[src/design/spe_defs.vh]
// Constants for the setup parameter editor: register map, field layout, timing
`ifndef SPE_DEFS_VH
`define SPE_DEFS_VH

// Register word addresses (16-bit register numbers)
`define SPE_ADDR_COMMIT      16'h6006
`define SPE_ADDR_RESTART     16'h6008
`define SPE_ADDR_TEST_LO     16'h6ff0
`define SPE_ADDR_TEST_HI     16'h6ffe
`define SPE_ADDR_STATUS      16'h6ff8
`define SPE_HOLD_BASE        16'h6000
`define SPE_INPUT_BASE       16'h4000
`define SPE_FAST_BASE        16'h5000
`define SPE_GROUP_MASS       4'h9
`define SPE_GROUP_HMI        4'hf
`define SPE_FAST_COMBINED    4'h0
`define SPE_FAST_TEMP        4'h1
`define SPE_FAST_TOTAL       4'h2

// Trigger value for commit and restart
`define SPE_TRIGGER_VAL      32'h0000_0001

// Reset values
`define SPE_TEST_RESET       32'h0000_0000
`define SPE_IDLE_RESET       16'h003c

// Timing
`define SPE_SAVE_MAX_MS      1000
`define SPE_RESTART_MAX_MS   1000
`define SPE_CLK_MHZ          50
`define SPE_RESTART_CYCLES   16'h0010
`define SPE_TICK_CYCLES      32'd50000

// Editor field layout
`define SPE_DIGITS           8
`define SPE_POS_SIGN         4'h0
`define SPE_POS_POINT        4'h9

`endif

[src/design/spe_digit_edit.v]
// Digit entry engine: one value edited digit by digit from the front panel
`timescale 1ns/100ps

module spe_digit_edit
#(
   parameter NDIG = 8
)
(
   input  wire              clk,
   input  wire              rst,
   input  wire              load,
   input  wire [4*NDIG-1:0] load_val,
   input  wire              hex_mode,
   input  wire [4*NDIG-1:0] lim_hi,
   input  wire              advance,
   input  wire              select,
   output reg  [4*NDIG-1:0] val_r,
   output reg               neg_r,
   output reg  [3:0]        point_r,
   output reg  [3:0]        pos_r,
   output reg               done_r,
   output wire              out_range
);

   // ---------------------------------------------
   // Range check
   // ---------------------------------------------
   // Negative values are never out of range against an upper limit
   assign out_range = !neg_r && (val_r > lim_hi);

   // Wrap a nibble: 9 for decimal, F for passcode hex entry
   function [3:0] spe_inc_digit;
      input [3:0] d;
      input       hx;
      begin
         if (!hx && d == 4'h9)
            spe_inc_digit = 4'h0;
         else
            spe_inc_digit = d + 4'h1;
      end
   endfunction

   integer i;

   // ---------------------------------------------
   // Cursor and value state
   // ---------------------------------------------
   // Positions: 0 sign, 1..NDIG digits, NDIG+1 decimal point
   always @(posedge clk)
   begin
      if (rst)
      begin
         val_r   <= {4*NDIG{1'b0}};
         neg_r   <= 1'b0;
         point_r <= 4'h0;
         pos_r   <= 4'h0;
         done_r  <= 1'b0;
      end
      else if (load)
      begin
         val_r   <= load_val;
         neg_r   <= 1'b0;
         point_r <= 4'h0;
         pos_r   <= 4'h0;
         done_r  <= 1'b0;
      end
      else if (done_r)
      begin
         if (advance)
         begin
            done_r <= 1'b0;
            pos_r  <= 4'h0;
         end
      end
      else if (advance)
      begin
         if (pos_r == 4'h0)
            neg_r <= ~neg_r;
         else if (pos_r == NDIG + 1)
         begin
            // Point moves right while the cursor stays on the point position; stops at last digit
            if (point_r < NDIG - 1)
               point_r <= point_r + 4'h1;
         end
         else
         begin
            for (i = 0; i < NDIG; i = i + 1)
               if (pos_r == i + 1)
                  val_r[4*(NDIG-1-i) +: 4] <=
                     spe_inc_digit(val_r[4*(NDIG-1-i) +: 4], hex_mode);
         end
      end
      else if (select)
      begin
         if (pos_r == NDIG + 1)
         begin
            if (out_range)
               pos_r <= 4'h0;
            else
               done_r <= 1'b1;
         end
         else
            pos_r <= pos_r + 4'h1;
      end
   end

endmodule // spe_digit_edit

[src/design/spe_param_editor.v]
// Setup parameter editor: register write path, commit/restart, front-panel menu
// Notes on behaviour
// - Holding writes go to shadow set only
// - Commit 1 saves shadow; active after reset
// - Save finishes within one second; master waits
// - Restart 1 forces full reset within second
// - Test registers act now, never saved
// - Decode functional groups by base address
// - Three fast-access ranges mirror other registers
// - Back in menu goes to parent level
// - Back in entry leaves without accepting
// - Advance increments digit, wraps 9 or F
// - Advance on sign toggles plus/minus
// - Advance on point moves it right
// - Advance at end returns to first position
// - Select in menu descends or opens entry
// - Select moves cursor; rightmost valid ends
// - Out of range inverts; select wraps left
// - Select at end accepts, returns to menu
// - Select on bit display increments bit index
// - Panel edits held in panel_val_r, never saved
// - Idle timeout: home screen, login revoked
// - Advance steps items, wraps last to first
`timescale 1ns/100ps
`include "spe_defs.vh"

module spe_param_editor
#(
   parameter NPAR      = 16,
   parameter NDIG      = `SPE_DIGITS,
   parameter SAVE_CYC  = 32'd1000,
   parameter TICK_CYC  = `SPE_TICK_CYCLES,
   parameter NITEMS    = 4,
   parameter NLEVELS   = 3
)
(
   input  wire        MCLK,
   input  wire        SRST,
   input  wire        REG_WR,
   input  wire        REG_RD,
   input  wire [15:0] REG_ADDR,
   input  wire [31:0] REG_WDATA,
   output reg  [31:0] REG_RDATA,
   output reg         REG_ACK,
   output reg         REG_ERR,
   output wire        NVM_WR,
   output wire [3:0]  NVM_ADDR,
   output wire [31:0] NVM_WDATA,
   output reg         SYS_RESET_REQ,
   output reg  [31:0] TEST_PARAM,
   input  wire        BACK_BUTTON,
   input  wire        ADVANCE_BUTTON,
   input  wire        SELECT_BUTTON,
   output reg  [2:0]  MENU_STATE,
   output reg  [1:0]  MENU_LEVEL,
   output reg  [3:0]  MENU_ITEM,
   output reg  [4:0]  BIT_INDEX,
   output wire [4*`SPE_DIGITS-1:0] EDIT_VALUE,
   output wire [3:0]  EDIT_POS,
   output wire        EDIT_INVERT,
   output reg         LOGIN_ACTIVE,
   output reg  [2:0]  HOME_SCREEN_CHOICE
);

   // ------------------------------------------------
   // Menu states
   // ------------------------------------------------
   localparam ST_HOME  = 3'd0;
   localparam ST_MENU  = 3'd1;
   localparam ST_EDIT  = 3'd2;
   localparam ST_BITS  = 3'd3;

   // ------------------------------------------------
   // Button synchronisers and press detection
   // ------------------------------------------------
   reg  [2:0] btn_s1_r;
   reg  [2:0] btn_s2_r;
   reg  [2:0] btn_d_r;
   wire [2:0] press = btn_s2_r & ~btn_d_r;

   // Two flops before anything looks at the panel pins
   always @(posedge MCLK)
   begin
      if (SRST)
      begin
         btn_s1_r <= 3'b000;
         btn_s2_r <= 3'b000;
         btn_d_r  <= 3'b000;
      end
      else
      begin
         btn_s1_r <= {SELECT_BUTTON, ADVANCE_BUTTON, BACK_BUTTON};
         btn_s2_r <= btn_s1_r;
         btn_d_r  <= btn_s2_r;
      end
   end

   wire back_p = press[0];
   wire adv_p  = press[1];
   wire sel_p  = press[2];

   // ------------------------------------------------
   // Address decode
   // ------------------------------------------------
   function spe_is_shadow;
      input [15:0] a;
      begin
         spe_is_shadow = (a[15:12] == `SPE_HOLD_BASE >> 12) && (a[11:8] != 4'h1)
                         && (a < `SPE_ADDR_TEST_LO);
      end
   endfunction

   function spe_is_readable;
      input [15:0] a;
      begin
         // Input range, fast range and shadow addresses read the stored set by low bits
         spe_is_readable = (a[15:12] == `SPE_INPUT_BASE >> 12) ||
                           ((a[15:12] == `SPE_FAST_BASE >> 12) && (a[11:8] <= `SPE_FAST_TOTAL)) ||
                           spe_is_shadow(a);
      end
   endfunction

   // ------------------------------------------------
   // Shadow set and stored set
   // ------------------------------------------------
   reg [31:0] shadow_r [0:NPAR-1];
   reg [31:0] stored_r [0:NPAR-1];
   reg [3:0]  save_idx_r;
   reg        saving_r;
   reg [31:0] save_cnt_r;
   reg [15:0] rst_cnt_r;
   reg        rst_pend_r;
   reg [15:0] idle_time_r;
   integer    k;

   wire [3:0] sidx    = REG_ADDR[4:1];
   wire       wr_shad = REG_WR && spe_is_shadow(REG_ADDR) && !saving_r;
   wire       wr_test = REG_WR && REG_ADDR >= `SPE_ADDR_TEST_LO &&
                        REG_ADDR <= `SPE_ADDR_TEST_HI;

   // Writes land in the shadow copy only; stored set is untouched
   always @(posedge MCLK)
   begin
      if (SRST)
      begin
         for (k = 0; k < NPAR; k = k + 1)
            shadow_r[k] <= stored_r[k];
      end
      else if (wr_shad)
         shadow_r[sidx] <= REG_WDATA;
   end

   // Non-volatile image: only the commit sequence writes it; keeps value over reset
   always @(posedge MCLK)
   begin
      if (saving_r)
         stored_r[save_idx_r] <= shadow_r[save_idx_r];
   end

   assign NVM_WR    = saving_r;
   assign NVM_ADDR  = save_idx_r;
   assign NVM_WDATA = shadow_r[save_idx_r];

   // Commit sequencer: one word per cycle, bounded far below a second
   always @(posedge MCLK)
   begin
      if (SRST)
      begin
         saving_r   <= 1'b0;
         save_idx_r <= 4'h0;
         save_cnt_r <= 32'h0;
      end
      else if (!saving_r)
      begin
         if (REG_WR && REG_ADDR == `SPE_ADDR_COMMIT && REG_WDATA == `SPE_TRIGGER_VAL)
         begin
            saving_r   <= 1'b1;
            save_idx_r <= 4'h0;
            save_cnt_r <= 32'h0;
         end
      end
      else
      begin
         save_cnt_r <= save_cnt_r + 32'h1;
         if (save_idx_r == NPAR - 1 || save_cnt_r >= SAVE_CYC)
            saving_r <= 1'b0;
         else
            save_idx_r <= save_idx_r + 4'h1;
      end
   end

   // Restart request: pulse held a fixed count, well under one second
   always @(posedge MCLK)
   begin
      if (SRST)
      begin
         rst_pend_r    <= 1'b0;
         rst_cnt_r     <= 16'h0;
         SYS_RESET_REQ <= 1'b0;
      end
      else if (REG_WR && REG_ADDR == `SPE_ADDR_RESTART && REG_WDATA == `SPE_TRIGGER_VAL)
      begin
         rst_pend_r    <= 1'b1;
         rst_cnt_r     <= `SPE_RESTART_CYCLES;
         SYS_RESET_REQ <= 1'b1;
      end
      else if (rst_pend_r)
      begin
         rst_cnt_r <= rst_cnt_r - 16'h1;
         if (rst_cnt_r == 16'h1)
         begin
            rst_pend_r    <= 1'b0;
            SYS_RESET_REQ <= 1'b0;
         end
      end
   end

   // Test register: live at once, default after every reset, never saved
   always @(posedge MCLK)
   begin
      if (SRST)
         TEST_PARAM <= `SPE_TEST_RESET;
      else if (wr_test)
         TEST_PARAM <= REG_WDATA;
   end

   // Bus answer one cycle after the request; unmapped reads flag an error
   always @(posedge MCLK)
   begin
      if (SRST)
      begin
         REG_ACK   <= 1'b0;
         REG_ERR   <= 1'b0;
         REG_RDATA <= 32'h0;
      end
      else
      begin
         REG_ACK <= REG_WR || REG_RD;
         REG_ERR <= 1'b0;
         if (REG_RD)
         begin
            if (REG_ADDR == `SPE_ADDR_STATUS)
               REG_RDATA <= {29'h0, rst_pend_r, saving_r, LOGIN_ACTIVE};
            else if (REG_ADDR >= `SPE_ADDR_TEST_LO && REG_ADDR <= `SPE_ADDR_TEST_HI)
               REG_RDATA <= TEST_PARAM;
            else if (spe_is_readable(REG_ADDR))
               REG_RDATA <= stored_r[sidx];
            else
            begin
               REG_RDATA <= 32'h0;
               REG_ERR   <= 1'b1;
            end
         end
         else if (REG_WR && !spe_is_shadow(REG_ADDR) && !wr_test &&
                  REG_ADDR != `SPE_ADDR_COMMIT && REG_ADDR != `SPE_ADDR_RESTART)
            REG_ERR <= 1'b1;
      end
   end

   // ------------------------------------------------
   // Front-panel editor
   // ------------------------------------------------
   wire        edit_done;
   wire        edit_load = (MENU_STATE == ST_MENU) && sel_p && (MENU_LEVEL == NLEVELS - 1)
                           && (MENU_ITEM != NITEMS - 1);
   // Edited values stay in panel_val_r only; nothing writes them to the shadow
   reg  [31:0] panel_val_r;

   spe_digit_edit #(.NDIG(NDIG)) u_edit
   (
      .clk       (MCLK),
      .rst       (SRST),
      .load      (edit_load),
      .load_val  (stored_r[MENU_ITEM]),
      .hex_mode  (MENU_ITEM == 4'h0),
      .lim_hi    (32'h9999_9999),
      .advance   (adv_p && MENU_STATE == ST_EDIT),
      .select    (sel_p && MENU_STATE == ST_EDIT),
      .val_r     (EDIT_VALUE),
      .neg_r     (),
      .point_r   (),
      .pos_r     (EDIT_POS),
      .done_r    (edit_done),
      .out_range (EDIT_INVERT)
   );

   reg [31:0] idle_cnt_r;
   reg [15:0] idle_sec_r;

   // Idle timer counts in milliseconds, any press restarts it
   always @(posedge MCLK)
   begin
      if (SRST || |press)
      begin
         idle_cnt_r <= 32'h0;
         idle_sec_r <= 16'h0;
      end
      else if (idle_cnt_r >= TICK_CYC - 1)
      begin
         idle_cnt_r <= 32'h0;
         idle_sec_r <= idle_sec_r + 16'h1;
      end
      else
         idle_cnt_r <= idle_cnt_r + 32'h1;
   end

   // Menu state machine
   always @(posedge MCLK)
   begin
      if (SRST)
      begin
         MENU_STATE         <= ST_HOME;
         MENU_LEVEL         <= 2'd0;
         MENU_ITEM          <= 4'h0;
         BIT_INDEX          <= 5'd0;
         LOGIN_ACTIVE       <= 1'b0;
         HOME_SCREEN_CHOICE <= 3'd0;
         panel_val_r        <= 32'h0;
         idle_time_r        <= `SPE_IDLE_RESET;
      end
      else if (idle_sec_r >= idle_time_r && idle_time_r != 16'h0 && !(|press))
      begin
         MENU_STATE   <= ST_HOME;
         MENU_LEVEL   <= 2'd0;
         LOGIN_ACTIVE <= 1'b0;
      end
      else
      begin
         case (MENU_STATE)
            ST_HOME:
               if (sel_p)
               begin
                  MENU_STATE <= ST_MENU;
                  MENU_ITEM  <= 4'h0;
               end
               else if (adv_p)
                  HOME_SCREEN_CHOICE <= HOME_SCREEN_CHOICE + 3'd1;
            ST_MENU:
               if (back_p)
               begin
                  MENU_ITEM <= 4'h0;
                  if (MENU_LEVEL == 2'd0)
                     MENU_STATE <= ST_HOME;
                  else
                     MENU_LEVEL <= MENU_LEVEL - 2'd1;
               end
               else if (adv_p)
                  MENU_ITEM <= (MENU_ITEM == NITEMS - 1) ? 4'h0 : MENU_ITEM + 4'h1;
               else if (sel_p)
               begin
                  if (MENU_LEVEL != NLEVELS - 1)
                  begin
                     MENU_LEVEL   <= MENU_LEVEL + 2'd1;
                     MENU_ITEM    <= 4'h0;
                     LOGIN_ACTIVE <= LOGIN_ACTIVE | (MENU_LEVEL == 2'd0);
                  end
                  else if (MENU_ITEM == NITEMS - 1)
                  begin
                     MENU_STATE <= ST_BITS;
                     BIT_INDEX  <= 5'd0;
                  end
                  else
                     MENU_STATE <= ST_EDIT;
               end
            ST_EDIT:
               if (back_p)
                  MENU_STATE <= ST_MENU;
               else if (sel_p && edit_done)
               begin
                  panel_val_r <= EDIT_VALUE;
                  MENU_STATE  <= ST_MENU;
               end
            ST_BITS:
               if (back_p)
                  MENU_STATE <= ST_MENU;
               else if (sel_p)
                  BIT_INDEX <= BIT_INDEX + 5'd1;
            default:
               MENU_STATE <= ST_HOME;
         endcase
      end
   end

endmodule // spe_param_editor

[config.mk]
export PLATFORM = sky130hd
export DESIGN_NAME = spe_param_editor
export DESIGN_NICKNAME = d
export VERILOG_FILES = /design/src/design/spe_digit_edit.v /design/src/design/spe_param_editor.v
export VERILOG_INCLUDE_DIRS = /design/src /design/src/design
export SDC_FILE = /design/constraint.sdc
export NUM_CORES = 2
export LEC_CHECK = 0
export BUFFER_PORTS_ARGS = -buffer_cell sky130_fd_sc_hd__buf_2
export CORE_ASPECT_RATIO = 0.75
export CORE_MARGIN = 2
export CORE_UTILIZATION = 25
export DETAILED_ROUTE_END_ITERATION = 7
export GPL_ROUTABILITY_DRIVEN = 0
export PLACE_DENSITY_LB_ADDON = 0.25
export SYNTH_ARGS = -nofsm -noshare
export SYNTH_HDL_FRONTEND = slang
export SYNTH_HIERARCHICAL = 1
export SYNTH_SLANG_ARGS = --single-unit
export TNS_END_PERCENT = 20
[constraint.sdc]
create_clock -name MCLK -period 4.8 [get_ports MCLK]
set_input_delay 0.72 -clock MCLK [delete_from_list [all_inputs] [get_ports MCLK]]
set_output_delay 0.72 -clock MCLK [all_outputs]
set_load 0.02 [all_outputs]
Word level (Yosys, flattened, before mapping)
Memories as Yosys holds them, arrays and structs flattened. A register that Yosys moved wholly into a read port is not among the register bits.
Cells that the tools add are included.
{"block": "op_classes", "add_sub_neg": 19, "order_cmp": 8, "eq_ne": 61, "mux": 102, "n_bitwise": 9, "reduce_logical": 88}
{"cell": "$mux 32", "count": 11}
{"cell": "$mux 4", "count": 36}
{"cell": "$add 32x1->32 const B", "count": 2}
{"cell": "$reduce_and 5->1", "count": 11}
{"cell": "$eq 16x15->1 const B", "count": 3}
{"cell": "$mux 5", "count": 9}
{"cell": "$add 4x1->4 const B", "count": 11}
{"cell": "$eq 4x4->1 const B", "count": 11}
{"cell": "$reduce_bool 2->1", "count": 17}
{"cell": "$eq 32x1->1 const B", "count": 1}
{"cell": "$ge 32x10->1 const B", "count": 1}
{"cell": "$ge 32x16->1 const B", "count": 1}
{"cell": "$gt 32x32->1 const B", "count": 1}
{"cell": "$logic_and 1x1->1", "count": 32}
{"cell": "$ne 16x15->1 const B", "count": 2}
{"cell": "$ne 2x2->1 const B", "count": 16}
{"cell": "$reduce_or 32->1", "count": 1}
{"cell": "$mux 1", "count": 29}
{"cell": "$eq 4x3->1 const B", "count": 7}
{"cell": "$mux 3", "count": 9}
{"cell": "$add 16x1->16 const B", "count": 1}
{"cell": "$eq 16x1->1 const B", "count": 1}
{"cell": "$ge 16x15->1 const B", "count": 1}
{"cell": "$ge 16x6->1 const B", "count": 1}
{"cell": "other kinds (40)", "count": 72}
{"block": "word_totals", "reg_bits": 234, "mem_bits_rw": 1024, "out_inout_bits": 159, "memories": 2}
{"name": "shadow_r", "depth": 16, "word_bits": 32, "read_ports": 1, "rd_ports_with_merged_regs": 1, "write_ports": 16, "line": "spe_param_editor.v:126", "source": "reg [31:0] shadow_r [0:NPAR-1];"}
{"name": "stored_r", "depth": 16, "word_bits": 32, "read_ports": 18, "rd_ports_with_merged_regs": 1, "write_ports": 1, "line": "spe_param_editor.v:127", "source": "reg [31:0] stored_r [0:NPAR-1];"}

Depth between registers and ports, before layout
{"block": "depth", "word_depth": 10, "ltp_mapped": 9, "mapped_depth_nobuf": 9}

Cells and area by module
The synthesis kept the hierarchy.
{"mod": "spe_param_editor", "instances": 1, "cells_per_inst": 3317, "area_each_um2": 57030.9}
{"mod": "spe_digit_edit", "instances": 1, "cells_per_inst": 426, "area_each_um2": 3349.5}

Worst setup path before layout
OpenSTA, ideal clock, no wires.
{"block": "synth_timing", "path_type": "reg2reg", "start": "register saving_r (netlist: NVM_WR)", "end": "memory stored_r[1][0], enable pin", "arrival_time_ns": 3.248, "path_slack_ns": 1.091, "path_stages_with_launch": 4, "period_less_slack_ns": 3.709, "path_cell_list": "dfxtp_1 > clkbuf_1 > nand2_1 > nor3_1"}
{"block": "synth_between", "elab_chain_len": 2}
{"item": "from (decl)", "line": "spe_param_editor.v:129", "source": "reg saving_r;"}
{"item": "from (signal assigned)", "line": "spe_param_editor.v:169", "source": "saving_r <= 1'b0;"}
{"item": "from (signal assigned)", "line": "spe_param_editor.v:177", "source": "saving_r <= 1'b1;"}
{"item": "from (signal assigned)", "line": "spe_param_editor.v:186", "source": "saving_r <= 1'b0;"}
{"item": "$mux 1", "line": "spe_param_editor.v:156", "source": "if (saving_r)"}
{"item": "$mux 1 (not written as such)", "line": "spe_param_editor.v:157", "source": "stored_r[save_idx_r] <= shadow_r[save_idx_r];"}
{"item": "to (decl)", "line": "spe_param_editor.v:127"}
No other way between the ends.

==> reports/summary.txt <==
clk sink count -> 1,265
drt pass-1 iters -> 5
CP endpoint kind -> output port
CP top delay family -> multiplexers
busiest grt layer -> met2
Cells after Synth -> 3,725
largest net degree at the start of global routing -> 59
Horiz. Die Dim -> 571 um
hpwl dp -> 147,000 um
initial antenna violation count -> 23
Clock Root Buffer -> clkbuf_16
clk_skew -> 0.0480 ns
Wirelength per Cell -> 32.5 um
first-pass GRT wire length -> 324,000 um
worst skew pair latency -> 0.83 ns
number of synthesis warnings -> 6
Worst EP required -> 4.08 ns
1st-iter DRT viols -> 4,868
CTS tree -> yes
Avg Cell Area, Syn -> 16.2 um2
commonest non-fill, non-tap cell in the layout -> edfxtp_1
IO buf count -> 212
power density cells -> 343 mW/mm2
CP Data Arrival Time -> 3.43 ns
max-slew violations -> 0
met3 Track Usage GR -> 4.57%
Worst-Margin Slew -> 1.31 ns
vias in the first global route -> 37,200
worst-path fanout max -> 33
most frequent CP cell -> mux4_2
share of cells above drive strength 1 -> 39.6%
Worst-path clk slew -> 0.06 ns
RSZ-0062 raised after global routing -> no
met1 usage in global routing -> 27.7%
DR vias/cell -> 5.24
Initial Util -> 25.1%
Relative slew margins -> 12.5%
FP Rows -> 156
hold buffers post-CTS -> 0
DR vias -> 38,400
setup bufs post-CTS -> 0
synthesis-to-layout area growth -> 17.3%
Die Span Y -> 429 um
DRC Markers -> 0
Tmin final -> 4.15 ns
CTS resizes -> 0
fin nets -> 4,099
crit path kind -> reg -> out
Final Hold Fails -> 0
Max Cap Viol -> 0
Min Hold Slack -> 0.170 ns
placed instance count -> 7,069
commonest cells after routing, fill and taps aside -> 1,024 x edfxtp_1, 515 x mux2_2, 448 x mux4_2, 233 x dfxtp_1, 209 x buf_2
startpoint types -> flip-flop
Leak -> 23.1 nW
fillers -> 23,800
I/O pin count -> 214
Antenna Nets Post-Route -> 0
slowest cell on the critical path -> mux4_2
die area -> 0.245 mm2
setup violators final -> 0
Min-Delay Path Class -> in -> reg
Synth Cell Area -> 0.0602 mm2
status -> complete, no violations
final critical-path share of the clock period -> 86.4%
worst vdd ir -> 0.229 mV
Total Wirelength -> 238,000 um
CP peak stage delay -> 0.70 ns
total core area -> 0.240 mm2
CP bufs+invs -> 2
TritonCTS Buffers -> 149
Fmax -> 0.241 GHz
clock buffer depth -> 4
Overall Global Routing Usage -> 19.0%
TNS Setup -> 0 ns
fin cells -> 7,329
grt ovf -> 0
Cell Chain, Critical Path -> buf_12 -> mux4_2 -> mux4_2 -> buf_2
routing usage on met2 -> 28.4%
H-tree levels -> 4
==> cell type report <==
cell class	count	area, um2	share of cell area (%)
diodes	4	10.0	0.0142
clock buffers	206	4170	5.90
clock inverters	50	487	0.689
inverters	65	244	0.345
multi-input cells	2153	23600	33.5
flip-flops and latches	1265	35600	50.4
well taps	3239	4050	5.74
repair buffers	347	2450	3.46
==> where the power goes <==
part	total [mW]	switching (mW)	internal (mW)
clock network	11.3	4.74	6.54
registers	12.0	0.0470	11.9
logic	1.02	0.731	0.288
total	24.3	5.51	18.7
==> through the flow <==
stage / area (um2) / worst slack [ns] / utilization, % / power, mW
3_5_place_dp: 66000 / 0.811 / 27.5 / 13.2
2_1_floorplan: 60400 / 1.09 / - / 12.7
5_1_grt: 70600 / 0.527 / 29.4 / 24.9
3_3_place_gp: 66000 / 0.801 / 27.5 / 13.2
4_1_cts: 70600 / 0.567 / 29.4 / 24.5
6_report: 70600 / 0.653 / 29.4 / 24.3
==> per-layer routing <==
metal	part of all wire (%)	vias up
met3	9.4	313
met4	2.3	12
li1	-	15500
met5	0.030	-
met2	44	2001
met1	44	20600
==> worst register-to-register path: stages (launching register included) <==
cell     delay, ns
dfxtp_1       0.49
inv_1         0.14
nor3_1        0.89
and2b_1       0.26
nor3b_2       0.33
a21oi_1       0.31
or4b_2        0.71
a31oi_1       0.17
==> registers in the layout, summed over array words and instances (netlist names), 3 cells and up, named ones only <==
register and cells:
u_edit/pos_r 4, BIT_INDEX 5, idle_sec_r 16, btn_s1_r 3, stored_r 512, rst_cnt_r 16
REG_RDATA 32, save_cnt_r 32, btn_d_r 3, NVM_ADDR 4, idle_cnt_r 32, HOME_SCREEN_CHOICE 3
MENU_ITEM 4, TEST_PARAM 32, shadow_r 512, btn_s2_r 3, u_edit/val_r 32
==> path summary, 6_finish.rpt <==
check / start / to / slack (ns) / cells after the start
setup / recovery: flip-flop / NVM_WDATA[16] / 0.65 / 4
hold / removal: BACK_BUTTON / btn_s1_r[0] / 0.17 / 2
setup reg to reg: MENU_STATE[1] / u_edit/val_r[26] / 1.43 / 7
hold reg to reg: btn_s1_r[1] / btn_s2_r[1] / 0.47 / 1
Note: power is estimated with default switching activity, not from simulation.
